--- src/design/ocd_pkg.sv ---
// Constants and types shared by the oscillator mode and divider block
package ocd_pkg;

	// Register file coordinates (page / address)
	localparam logic [2:0] PAGE_OSC    = 3'h2;
	localparam logic [2:0] ADDR_MODE   = 3'h6;
	localparam logic [2:0] ADDR_DIVCLR = 3'h7;

	// Bit positions inside the mode register
	localparam int BIT_LOW_RUN   = 0;
	localparam int BIT_HIGH_RUN  = 1;
	localparam int BIT_DISP_GATE = 2;

	// Mode codes as {high_osc_run_bit, low_osc_run_bit}
	localparam logic [1:0] ALL_OFF_MODE      = 2'h0;
	localparam logic [1:0] LOW_ONLY_MODE     = 2'h1;
	localparam logic [1:0] HIGH_ONLY_MODE    = 2'h2;
	localparam logic [1:0] BOTH_RUNNING_MODE = 2'h3;

	// Values after reset
	localparam logic [1:0] MODE_RST      = BOTH_RUNNING_MODE;
	localparam logic       DISP_GATE_RST = 1'b0;

	// Warm-up counters
	localparam int          HI_WARM_STAGES = 15;
	localparam int          HI_WARM_PULSES = 16384;
	localparam int          LO_WARM_STAGES = 9;
	localparam int          LO_WARM_PULSES = 256;
	localparam logic [14:0] HI_WARM_LAST   = 15'(HI_WARM_PULSES - 1);
	localparam logic [8:0]  LO_WARM_LAST   = 9'(LO_WARM_PULSES - 1);

	// Binary divider layout (stage n sits at bit n-1)
	localparam int DIV_STAGES   = 21;
	localparam int DIV_LO_WIDTH = 6;
	localparam int SEG2_LSB     = 6;
	localparam int SEG3_LSB     = 12;
	localparam int SEG4_LSB     = 17;

	// Software-visible control fields
	typedef struct packed {
		logic disp_gate;
		logic high_run;
		logic low_run;
	} ocd_ctrl_t;

	// Power state, Gray coded along run -> halt -> stop
	typedef enum logic [1:0] {
		OCD_RUN  = 2'h0,
		OCD_HALT = 2'h1,
		OCD_STOP = 2'h3
	} ocd_state_t;

endpackage : ocd_pkg

--- src/design/ocd_osc_div.sv ---
// Oscillator mode control, warm-up, system clock select and 21-stage divider
module ocd_osc_div #(
	parameter bit LOW_IS_RC  = 1'b0,
	parameter bit HIGH_IS_RC = 1'b0
) (
	input  wire logic        clk_i,           // 100 MHz block clock
	input  wire logic        rstn_i,          // Asynchronous reset, active low
	input  wire logic [2:0]  rf_page_i,       // Register file page
	input  wire logic [2:0]  rf_addr_i,       // Register file address
	input  wire logic [3:0]  rf_wdata_i,      // Register write data
	input  wire logic        rf_we_i,         // Register write strobe
	output logic      [3:0]  rf_rdata_o,      // Register read data
	input  wire logic        halt_i,          // HALT instruction executed
	input  wire logic        wake_i,          // Interrupt request pulse
	input  wire logic        low_osc_tick_i,  // Low oscillator pulse
	input  wire logic        high_osc_tick_i, // High oscillator pulse
	output logic             low_osc_en_o,    // Low oscillator run
	output logic             high_osc_en_o,   // High oscillator run
	output logic             low_ready_o,     // Low warm-up done
	output logic             high_ready_o,    // High warm-up done
	output logic             sys_sel_high_o,  // System clock source is high
	output logic             cpu_run_o,       // System clock enabled
	output logic             sys_clk_tick_o,  // System clock pulse
	output logic             resume_o,        // Jump to vector pulse
	output logic             display_clk_o,   // Display clock pulse
	output logic             quad_clk_o,      // Quadrupler clock pulse
	output logic [20:0]      div_o            // Divider stages 1..21
);

	// Keep mask for the divider after a segment clear
	function automatic logic [20:0] ocd_keep_mask(input logic [3:0] clr);
		logic [20:0] m;
		m = '1;
		if (clr[0]) m[ocd_pkg::SEG2_LSB-1:0] = '0;
		if (clr[1]) m[ocd_pkg::SEG3_LSB-1:ocd_pkg::SEG2_LSB] = '0;
		if (clr[2]) m[ocd_pkg::SEG4_LSB-1:ocd_pkg::SEG3_LSB] = '0;
		if (clr[3]) m[ocd_pkg::DIV_STAGES-1:ocd_pkg::SEG4_LSB] = '0;
		return m;
	endfunction : ocd_keep_mask

	logic [1:0]          rst_sync_r;
	logic                rst_n;
	ocd_pkg::ocd_ctrl_t  ctrl_r;
	logic [1:0]          eff_r;
	ocd_pkg::ocd_state_t state_r;
	logic [14:0]         hi_cnt_r;
	logic [8:0]          lo_cnt_r;
	logic                wake_pend_r;
	logic                mode_wr;
	logic                clr_wr;
	logic                sys_en;
	logic                sel_tick;
	logic                stage6_carry;
	logic                upper_adv;
	logic                target_high;
	logic                lo_adv;
	logic [20:0]         div_nxt;

	// Reset release through two flip-flops
	always_ff @(posedge clk_i or negedge rstn_i) begin
		if (!rstn_i) rst_sync_r <= 2'h0;
		else rst_sync_r <= {rst_sync_r[0], 1'b1};
	end
	assign rst_n = rst_sync_r[1];

	// Register file decode
	assign mode_wr = rf_we_i && rf_page_i == ocd_pkg::PAGE_OSC && rf_addr_i == ocd_pkg::ADDR_MODE;
	assign clr_wr  = rf_we_i && rf_page_i == ocd_pkg::PAGE_OSC && rf_addr_i == ocd_pkg::ADDR_DIVCLR;

	// Software mode bits and applied mode; all-off is held back until HALT
	always_ff @(posedge clk_i or negedge rst_n) begin
		if (!rst_n) begin
			ctrl_r <= '{disp_gate: ocd_pkg::DISP_GATE_RST,
			            high_run: ocd_pkg::MODE_RST[ocd_pkg::BIT_HIGH_RUN],
			            low_run: ocd_pkg::MODE_RST[ocd_pkg::BIT_LOW_RUN]};
			eff_r  <= ocd_pkg::MODE_RST;
		end else if (state_r == ocd_pkg::OCD_STOP && wake_i) begin
			ctrl_r.high_run <= 1'b1;
			ctrl_r.low_run  <= 1'b1;
			eff_r           <= ocd_pkg::BOTH_RUNNING_MODE;
		end else if (mode_wr) begin
			ctrl_r <= rf_wdata_i[2:0];
			if (rf_wdata_i[1:0] != ocd_pkg::ALL_OFF_MODE) eff_r <= rf_wdata_i[1:0];
		end
	end

	// Read port answers the mode register, other addresses read zero
	always_ff @(posedge clk_i or negedge rst_n) begin
		if (!rst_n) rf_rdata_o <= 4'h0;
		else if (rf_page_i == ocd_pkg::PAGE_OSC && rf_addr_i == ocd_pkg::ADDR_MODE)
			rf_rdata_o <= {1'b0, ctrl_r};
		else rf_rdata_o <= 4'h0;
	end

	// Power state: HALT entry by requested mode, interrupt wake
	always_ff @(posedge clk_i or negedge rst_n) begin
		if (!rst_n) state_r <= ocd_pkg::OCD_RUN;
		else begin
			unique case (state_r)
				ocd_pkg::OCD_RUN: begin
					if (halt_i && {ctrl_r.high_run, ctrl_r.low_run} == ocd_pkg::ALL_OFF_MODE)
						state_r <= ocd_pkg::OCD_STOP;
					else if (halt_i && {ctrl_r.high_run, ctrl_r.low_run} == ocd_pkg::LOW_ONLY_MODE)
						state_r <= ocd_pkg::OCD_HALT;
				end
				ocd_pkg::OCD_HALT: if (wake_i) state_r <= ocd_pkg::OCD_RUN;
				ocd_pkg::OCD_STOP: if (wake_i) state_r <= ocd_pkg::OCD_RUN;
				default: state_r <= ocd_pkg::OCD_RUN;
			endcase
		end
	end

	// Oscillator run controls from power state and applied mode
	always_ff @(posedge clk_i or negedge rst_n) begin
		if (!rst_n) begin
			low_osc_en_o  <= ocd_pkg::MODE_RST[ocd_pkg::BIT_LOW_RUN];
			high_osc_en_o <= ocd_pkg::MODE_RST[ocd_pkg::BIT_HIGH_RUN];
		end else begin
			low_osc_en_o  <= (state_r == ocd_pkg::OCD_RUN && eff_r[ocd_pkg::BIT_LOW_RUN]) ||
			                 state_r == ocd_pkg::OCD_HALT;
			high_osc_en_o <= state_r == ocd_pkg::OCD_RUN && eff_r[ocd_pkg::BIT_HIGH_RUN];
		end
	end

	// High crystal warm-up, restarted whenever the oscillator is off
	always_ff @(posedge clk_i or negedge rst_n) begin
		if (!rst_n) begin
			hi_cnt_r     <= 15'h0000;
			high_ready_o <= 1'b0;
		end else if (!high_osc_en_o) begin
			hi_cnt_r     <= 15'h0000;
			high_ready_o <= 1'b0;
		end else if (HIGH_IS_RC) begin
			high_ready_o <= 1'b1;
		end else if (!high_ready_o && high_osc_tick_i) begin
			hi_cnt_r <= hi_cnt_r + 15'h0001;
			if (hi_cnt_r == ocd_pkg::HI_WARM_LAST) high_ready_o <= 1'b1;
		end
	end

	// Low warm-up counts high pulses; falls back to low pulses if high is off
	assign lo_adv = high_osc_en_o ? high_osc_tick_i : low_osc_tick_i;
	always_ff @(posedge clk_i or negedge rst_n) begin
		if (!rst_n) begin
			lo_cnt_r    <= 9'h000;
			low_ready_o <= 1'b0;
		end else if (!low_osc_en_o) begin
			lo_cnt_r    <= 9'h000;
			low_ready_o <= 1'b0;
		end else if (LOW_IS_RC) begin
			low_ready_o <= 1'b1;
		end else if (!low_ready_o && lo_adv) begin
			lo_cnt_r <= lo_cnt_r + 9'h001;
			if (lo_cnt_r == ocd_pkg::LO_WARM_LAST) low_ready_o <= 1'b1;
		end
	end

	// System clock source follows the applied mode once the target is warm
	assign target_high = eff_r[ocd_pkg::BIT_HIGH_RUN];
	always_ff @(posedge clk_i or negedge rst_n) begin
		if (!rst_n) sys_sel_high_o <= ocd_pkg::MODE_RST[ocd_pkg::BIT_HIGH_RUN];
		else if (target_high && !sys_sel_high_o && high_ready_o) sys_sel_high_o <= 1'b1;
		else if (!target_high && sys_sel_high_o && low_ready_o) sys_sel_high_o <= 1'b0;
	end

	// System clock gated by power state and by warm-up of its source
	assign sys_en   = state_r == ocd_pkg::OCD_RUN &&
	                  (sys_sel_high_o ? high_ready_o : low_ready_o);
	assign sel_tick = sys_sel_high_o ? high_osc_tick_i : low_osc_tick_i;
	always_ff @(posedge clk_i or negedge rst_n) begin
		if (!rst_n) begin
			cpu_run_o      <= 1'b0;
			sys_clk_tick_o <= 1'b0;
		end else begin
			cpu_run_o      <= sys_en;
			sys_clk_tick_o <= sys_en && sel_tick;
		end
	end

	// Vector jump is signalled once the system clock is back after a wake
	always_ff @(posedge clk_i or negedge rst_n) begin
		if (!rst_n) begin
			wake_pend_r <= 1'b0;
			resume_o    <= 1'b0;
		end else begin
			resume_o <= wake_pend_r && sys_en;
			if (wake_i && state_r != ocd_pkg::OCD_RUN) wake_pend_r <= 1'b1;
			else if (sys_en) wake_pend_r <= 1'b0;
		end
	end

	// Display and quadrupler clocks
	always_ff @(posedge clk_i or negedge rst_n) begin
		if (!rst_n) begin
			display_clk_o <= 1'b0;
			quad_clk_o    <= 1'b0;
		end else begin
			display_clk_o <= ctrl_r.disp_gate && low_osc_en_o && low_osc_tick_i;
			quad_clk_o    <= upper_adv;
		end
	end

	// Divider: low stages on high pulses, upper stages on low pulses or stage 6
	assign stage6_carry = high_osc_en_o && high_osc_tick_i &&
	                      div_o[ocd_pkg::DIV_LO_WIDTH-1:0] == 6'h3F;
	assign upper_adv    = low_osc_en_o ? low_osc_tick_i : stage6_carry;
	always_comb begin
		div_nxt = div_o;
		if (high_osc_en_o && high_osc_tick_i)
			div_nxt[5:0] = div_o[5:0] + 6'h01;
		if (upper_adv)
			div_nxt[20:6] = div_o[20:6] + 15'h0001;
		if (clr_wr)
			div_nxt = div_nxt & ocd_keep_mask(rf_wdata_i);
	end
	always_ff @(posedge clk_i or negedge rst_n) begin
		if (!rst_n) div_o <= 21'h000000;
		else div_o <= div_nxt;
	end
endmodule : ocd_osc_div

--- config.mk ---
export PLATFORM = sky130hd
export DESIGN_NAME = ocd_osc_div
export DESIGN_NICKNAME = d
export VERILOG_FILES = /design/src/design/ocd_pkg.sv /design/src/design/ocd_osc_div.sv
export SDC_FILE = /design/constraint.sdc
export NUM_CORES = 1
export LEC_CHECK = 0
export ABC_AREA = 1
export BUFFER_PORTS_ARGS = -buffer_cell sky130_fd_sc_hd__buf_2
export CAP_MARGIN = 20
export CORE_MARGIN = 3
export CORE_UTILIZATION = 25
export CTS_CLUSTER_SIZE = 14
export DETAILED_ROUTE_END_ITERATION = 10
export GPL_ROUTABILITY_DRIVEN = 0
export SYNTH_ARGS = -nofsm -noshare
export SYNTH_HDL_FRONTEND = slang
export SYNTH_SLANG_ARGS = --single-unit
export TNS_END_PERCENT = 100
--- constraint.sdc ---
create_clock -name clk_i -period 4.1 [get_ports clk_i]
set_input_delay 1.025 -clock clk_i [delete_from_list [all_inputs] [get_ports clk_i]]
set_output_delay 1.025 -clock clk_i [all_outputs]
set_load 0.01 [all_outputs]
== Word-level counts from Yosys, hierarchy flattened ==
Index checks and enable logic that the tools add are counted.

* Register bits: 69
* Latch bits: 0
* Memory bits (writable): 0
* Bits in read-only memories: 0
* Bits of input ports: 17
* Output and inout bits: 35
* Word-level logic and storage cells: 123
* Memories kept: 0

* Add/subtract/negate cells: 4
* Multipliers: 0
* Div/mod/pow operators: 0
* $lt $le $gt $ge: 0
* Equal/unequal tests: 15
* Shift operators: 0
* Muxes and demuxes: 39
* Bitwise operators: 2
* Reductions and logical operators: 42

{| class="wikitable"
|+ Operators by type and width
! cell !! count
|-
| 15-bit 2-to-1 mux || 3
|-
| 15-bit by 1-bit adder with 15-bit output (second input constant) || 2
|-
| 6-bit 2-to-1 mux || 5
|-
| 1-bit logical AND || 23
|-
| 21-bit AND || 1
|-
| 21-bit 2-to-1 mux || 1
|-
| 9-bit 2-to-1 mux || 2
|-
| 2-bit 2-to-1 mux || 8
|-
| 15-bit by 14-bit equality test with 1-bit output (second input constant) || 1
|-
| 1-bit 2-to-1 mux || 14
|-
| 2-bit nonzero test || 6
|-
| 5-bit 2-to-1 mux || 2
|-
| 2-bit by 1-bit inequality test with 1-bit output (second input constant) || 5
|-
| 2-bit AND reduction || 5
|-
| 9-bit by 1-bit adder with 9-bit output (second input constant) || 1
|-
| 9-bit by 8-bit equality test with 1-bit output (second input constant) || 1
|-
| 4-bit 2-to-1 mux || 2
|-
| 6-bit by 1-bit adder with 6-bit output (second input constant) || 1
|-
| 3-bit equality test (second input constant) || 2
|-
| 6-bit equality test (second input constant) || 1
|-
| 2-bit by 1-bit equality test with 1-bit output (second input constant) || 2
|-
| 1-bit logical NOT || 4
|-
| 2-bit logical NOT || 2
|-
| 2-bit one-hot mux with 2 select lines || 1
|-
| 7 further kinds || 7
|}

== Depth between registers and ports, before layout ==
* Depth in word-level cells: 6
* Depth in mapped cells: 9

== Worst setup path after synthesis ==
OpenSTA, ideal clock, no wires.

* Kind: input-to-reg
* Start point: input port rf_page_i[0]
* End point: register eff_r[1]
* Library setup time: 0.081 ns
* Data arrival time: 1.759 ns
* Slack: 2.260 ns
* Stages on the path: 6
* Buffers on the path: 0
* Path through: nor3b_2 > nand3_1 > nand2_1 > o21ai_0 > nand2_1 > nand2_1

* Word-level cells in the longest chain between the ends: 5

{| class="wikitable"
|+ RTL lines
! element !! RTL line !! RTL
|-
| start, declared || ocd_osc_div.sv:8 || <nowiki>input wire logic [2:0] rf_page_i,</nowiki>
|-
| 3-bit by 2-bit equality test with 1-bit output || ocd_osc_div.sv:67 || <nowiki>assign mode_wr = rf_we_i && rf_page_i == ocd_pkg::PAGE_OSC && rf_addr_i == ocd_pkg::ADDR_MODE;</nowiki>
|-
| 1-bit logical AND (2 in series) || ocd_osc_div.sv:67 ||
|-
| 2-bit nonzero test (no source line) || - ||
|-
| 2-bit AND reduction (no source line) || - ||
|-
| end signal, assigned || ocd_osc_div.sv:76 || <nowiki>eff_r <= ocd_pkg::MODE_RST;</nowiki>
|-
| end signal, assigned || ocd_osc_div.sv:80 || <nowiki>eff_r <= ocd_pkg::BOTH_RUNNING_MODE;</nowiki>
|-
| end signal, assigned || ocd_osc_div.sv:83 || <nowiki>if (rf_wdata_i[1:0] != ocd_pkg::ALL_OFF_MODE) eff_r <= rf_wdata_i[1:0];</nowiki>
|-
| end, declared || ocd_osc_div.sv:44 || <nowiki>logic [1:0] eff_r;</nowiki>
|}

Every way passes these cells.
A chain may end at the register's enable or synchronous reset.

== Worst setup path in the final report ==
* Start point: register high_osc_en_o
* End point: output port high_osc_en_o

{| class="wikitable"
|+ RTL lines
! element !! RTL line !! RTL
|-
| start, declared || ocd_osc_div.sv:18 || <nowiki>output logic high_osc_en_o,</nowiki>
|-
| start signal, assigned || ocd_osc_div.sv:117 || <nowiki>high_osc_en_o <= ocd_pkg::MODE_RST[ocd_pkg::BIT_HIGH_RUN];</nowiki>
|-
| start signal, assigned || ocd_osc_div.sv:121 || <nowiki>high_osc_en_o <= state_r == ocd_pkg::OCD_RUN && eff_r[ocd_pkg::BIT_HIGH_RUN];</nowiki>
|}

No word-level cell between the ends.

==> qor.csv <==
stage,metric,value,unit
status,status,"finished, final reports clean",
sta,finalSetupTns,0,ns
sta,min_period,2.32,ns
cts,clockBufferDepth,2,
sta,hold_violations,0,
logic_synthesis,syn_inst,447,
routing,vias,3040,
logic_synthesis,syn-cell-area,3530,um2
setup_path,path_buf_inv,1,
cts,cts.htree.levels,3,
cts,clockRootBuffer,clkbuf_16,
floorplan,die_w,125,um
setup_path,path_class,register to output port,
setup_path,cpMaxStageDelayCell,dfstp_2,
final_layout,insertedDiodeCount,0,
placed_design,dp_hpwl,6100,um
setup_path,start_kind,register,
sta,slew_headroom,52.5,%
logic_synthesis,avgSynthCellArea,7.90,um2
final_layout,final_nets,525,
final_layout,syn2layout_area_growth,18.9,%
cts,cts_hold_buf,0,
pwr,power_switching,0.675,mW
cts,cts_buffers,9,
logic_synthesis,yosysSeqAreaShare,48.4,%
routing,drc_errors,0,
final_layout,layout_common_cells,"nand2_1 (114), nor2_1 (63), dfrtp_1 (60), inv_1 (59), buf_2 (50)",
cts,path_clk_slew,0.05,ns
placed_design,place_area,3940,um2
floorplan,initial_core_util,26.2,%
floorplan,num_rows,42,
setup_path,path_cells,buf_2,
floorplan,boundaryPins,52,
routing,drt_iter0_drc,211,
pwr,p_sw_share,32.8,%
setup_path,cpPeakStageDelay,0.76,ns
routing,drtAntennaViolNets,0,
routing,wl_per_cell,11.6,um
final_layout,fillers,1430,
floorplan,coreArea,13500,um2
global_routing,grt_pass1_vias,2944,
logic_synthesis,synth.net_count,469,
setup_path,cp.required,3.07,ns
pwr,leakage,2.08,nW
global_routing,grt_pass1_wl,13700,um
final_layout,final_common_cell,nand2_1,
setup_path,crit_arrival,1.29,ns
final_layout,final_area,4200,um2
cts,cts.sink_count,68,
sta,skew,0.00598,ns
placed_design,port-buffer-count,50,
cts,clk_latency,0.33,ns
pwr,combPwrFrac,21.6,%
logic_synthesis,ys_seq_elements,68,
sta,rsz0062_at_grt,no,
pwr,p_per_area,489,nW/um2
logic_synthesis,ys_warn_count,0,
sta,fmax,0.432,GHz
run,maxCapViolations,0,
cts,cts_resized,0,
floorplan,dieArea,15600,um2
floorplan,die_height,125,um
global_routing,track_usage,10.7,%
global_routing,grt_start_max_net_pins,36,
sta,worstMarginPinSlew,0.712,ns
routing,drt_wl_total,7960,um
cts,post_cts_buffers,0,
sta,finalMaxSlewViolations,0,
pwr,power.internal,1.38,mW
setup_path,crit_path_end_kind,output port,
setup_path,crit_family,flip-flops,
pwr,clockPowerShare,33.5,%
hold_path,hp-class,register to async pin,
logic_synthesis,synth_cell_types,37,
sta,setup_viol,0,
global_routing,grt_antenna_before_repair,0,
routing,vias_per_cell,4.44,
pwr,power_frac_seq,44.9,%
setup_path,cp_max_fo,18,
sta,finalCritPeriodShare,56.5,%
sta,holdWs,0.316,ns
routing,dr.pass1.iters,4,
cts,cts_tree,built,
pwr,ir_worst_vdd,0.000218,V
global_routing,overflow,0,
final_layout,drive_gt1_share,17.5,%
[power by group through the flow]
stage | combinational, mW | sequential (mW) | clock (mW)
finish | 0.443 | 0.922 | 0.689
global route | 0.511 | 0.946 | 0.750
global placement | 0.441 | 0.929 | 0
CTS | 0.452 | 0.923 | 0.714
detailed placement | 0.450 | 0.934 | 0
floorplan | 0.305 | 0.924 | 0
[worst paths after layout]
check | start | to | slack, ns | depth (start not counted)
hold / removal | rst_sync_r[1] | low_ready_o | 0.32 | 0
setup reg to reg | high_osc_en_o | lo_cnt_r[0] | 2.38 | 6
min in group clk_i | rst_sync_r[0] | rst_sync_r[1] | 0.35 | 0
hold reg to reg | rst_sync_r[1] | low_ready_o | 0.32 | 0
setup / recovery | high_osc_en_o | high_osc_en_o | 1.78 | 1
max in group asynchronous | rst_sync_r[1] | ctrl_r[1] | 2.85 | 1
[final cells by class]
type                       instances  area (um2)  share of cell area, %
tap                              176         220                   5.24
clock buffer                      13         250                   5.95
timing repair buffer              51         258                   6.13
inverter                          60         228                   5.42
sequential                        68        1710                   40.7
multi-input combinational        313        1520                   36.2
clock inverter                     3        15.0                  0.357
[synthesized netlist by cell type]
| master | count | area, um2 |
|---|---|---|
| a32o_1 | 1 | 10.0 |
| nand4_1 | 9 | 56.3 |
| xnor2_1 | 1 | 8.76 |
| a21oi_1 | 26 | 130 |
| nand2_8 | 1 | 20.0 |
| nor3_1 | 7 | 35.0 |
| o21a_1 | 3 | 22.5 |
| nor3b_2 | 1 | 12.5 |
| inv_4 | 1 | 6.26 |
| inv_1 | 59 | 221 |
| or2_2 | 3 | 18.8 |
| xor2_1 | 1 | 8.76 |
| nand2_1 | 114 | 428 |
| nand3b_1 | 1 | 7.51 |
| nand2_4 | 2 | 22.5 |
| a21boi_1 | 1 | 7.51 |
| o21ai_2 | 1 | 8.76 |
| o21ai_0 | 19 | 95.1 |
| buf_6 | 2 | 22.5 |
| buf_4 | 1 | 7.51 |
| dfrtp_1 | 61 | 1530 |
| a21o_1 | 1 | 7.51 |
| a21oi_2 | 1 | 8.76 |
| nor2_4 | 3 | 33.8 |
| nand3_4 | 1 | 17.5 |
| o22ai_1 | 1 | 6.26 |
| nor2_1 | 63 | 236 |
| a211oi_1 | 1 | 7.51 |
| ha_1 | 5 | 62.6 |
| buf_12 | 2 | 40.0 |
| nor3b_1 | 1 | 7.51 |
| dfstp_2 | 7 | 184 |
| nand3_1 | 39 | 195 |
| o211ai_1 | 1 | 7.51 |
| buf_2 | 1 | 5.00 |
| nand3_2 | 3 | 30.0 |
| conb_1 | 2 | 7.51 |
[routing by layer]
layer | track usage, % | share of wire (%)
met4 | 5.48 | 2.9
met2 | 16.5 | 46
met1 | 13.9 | 48
met5 | 0 | 0
met3 | 2.74 | 3.0
[metrics by stage]
step	worst slack [ns]	total power, mW	std cells	utilization, %
finish	1.78	2.05	684	31.1
global route	1.72	2.21	684	31.1
CTS	1.76	2.09	684	31.1
detailed placement	1.85	1.38	668	29.2
global placement	1.90	1.37	668	29.2
floorplan	2.08	1.23	447	-
[state kept, by name, summed over array words and instances (netlist names), 2 cells and up]
signal / count
ctrl_r: 3
div_o: 21
eff_r: 2
hi_cnt_r: 15
lo_cnt_r: 9
rf_rdata_o: 3
rst_sync_r: 2
state_r: 2
[logic make-up after synthesis]
kind of cell             Yosys count  synth area share [%]
XOR/XNOR                           2                 0.496
flip-flops                        68                  48.4
buffers and inverters             66                  8.57
AND/OR/NAND/NOR                  248                  31.7
adder cells (fa/ha/maj)            5                  1.77
AO/OA/AOI/OAI                     56                  8.82
other                              2                 0.213
Note: power is estimated with default switching activity, not from simulation.
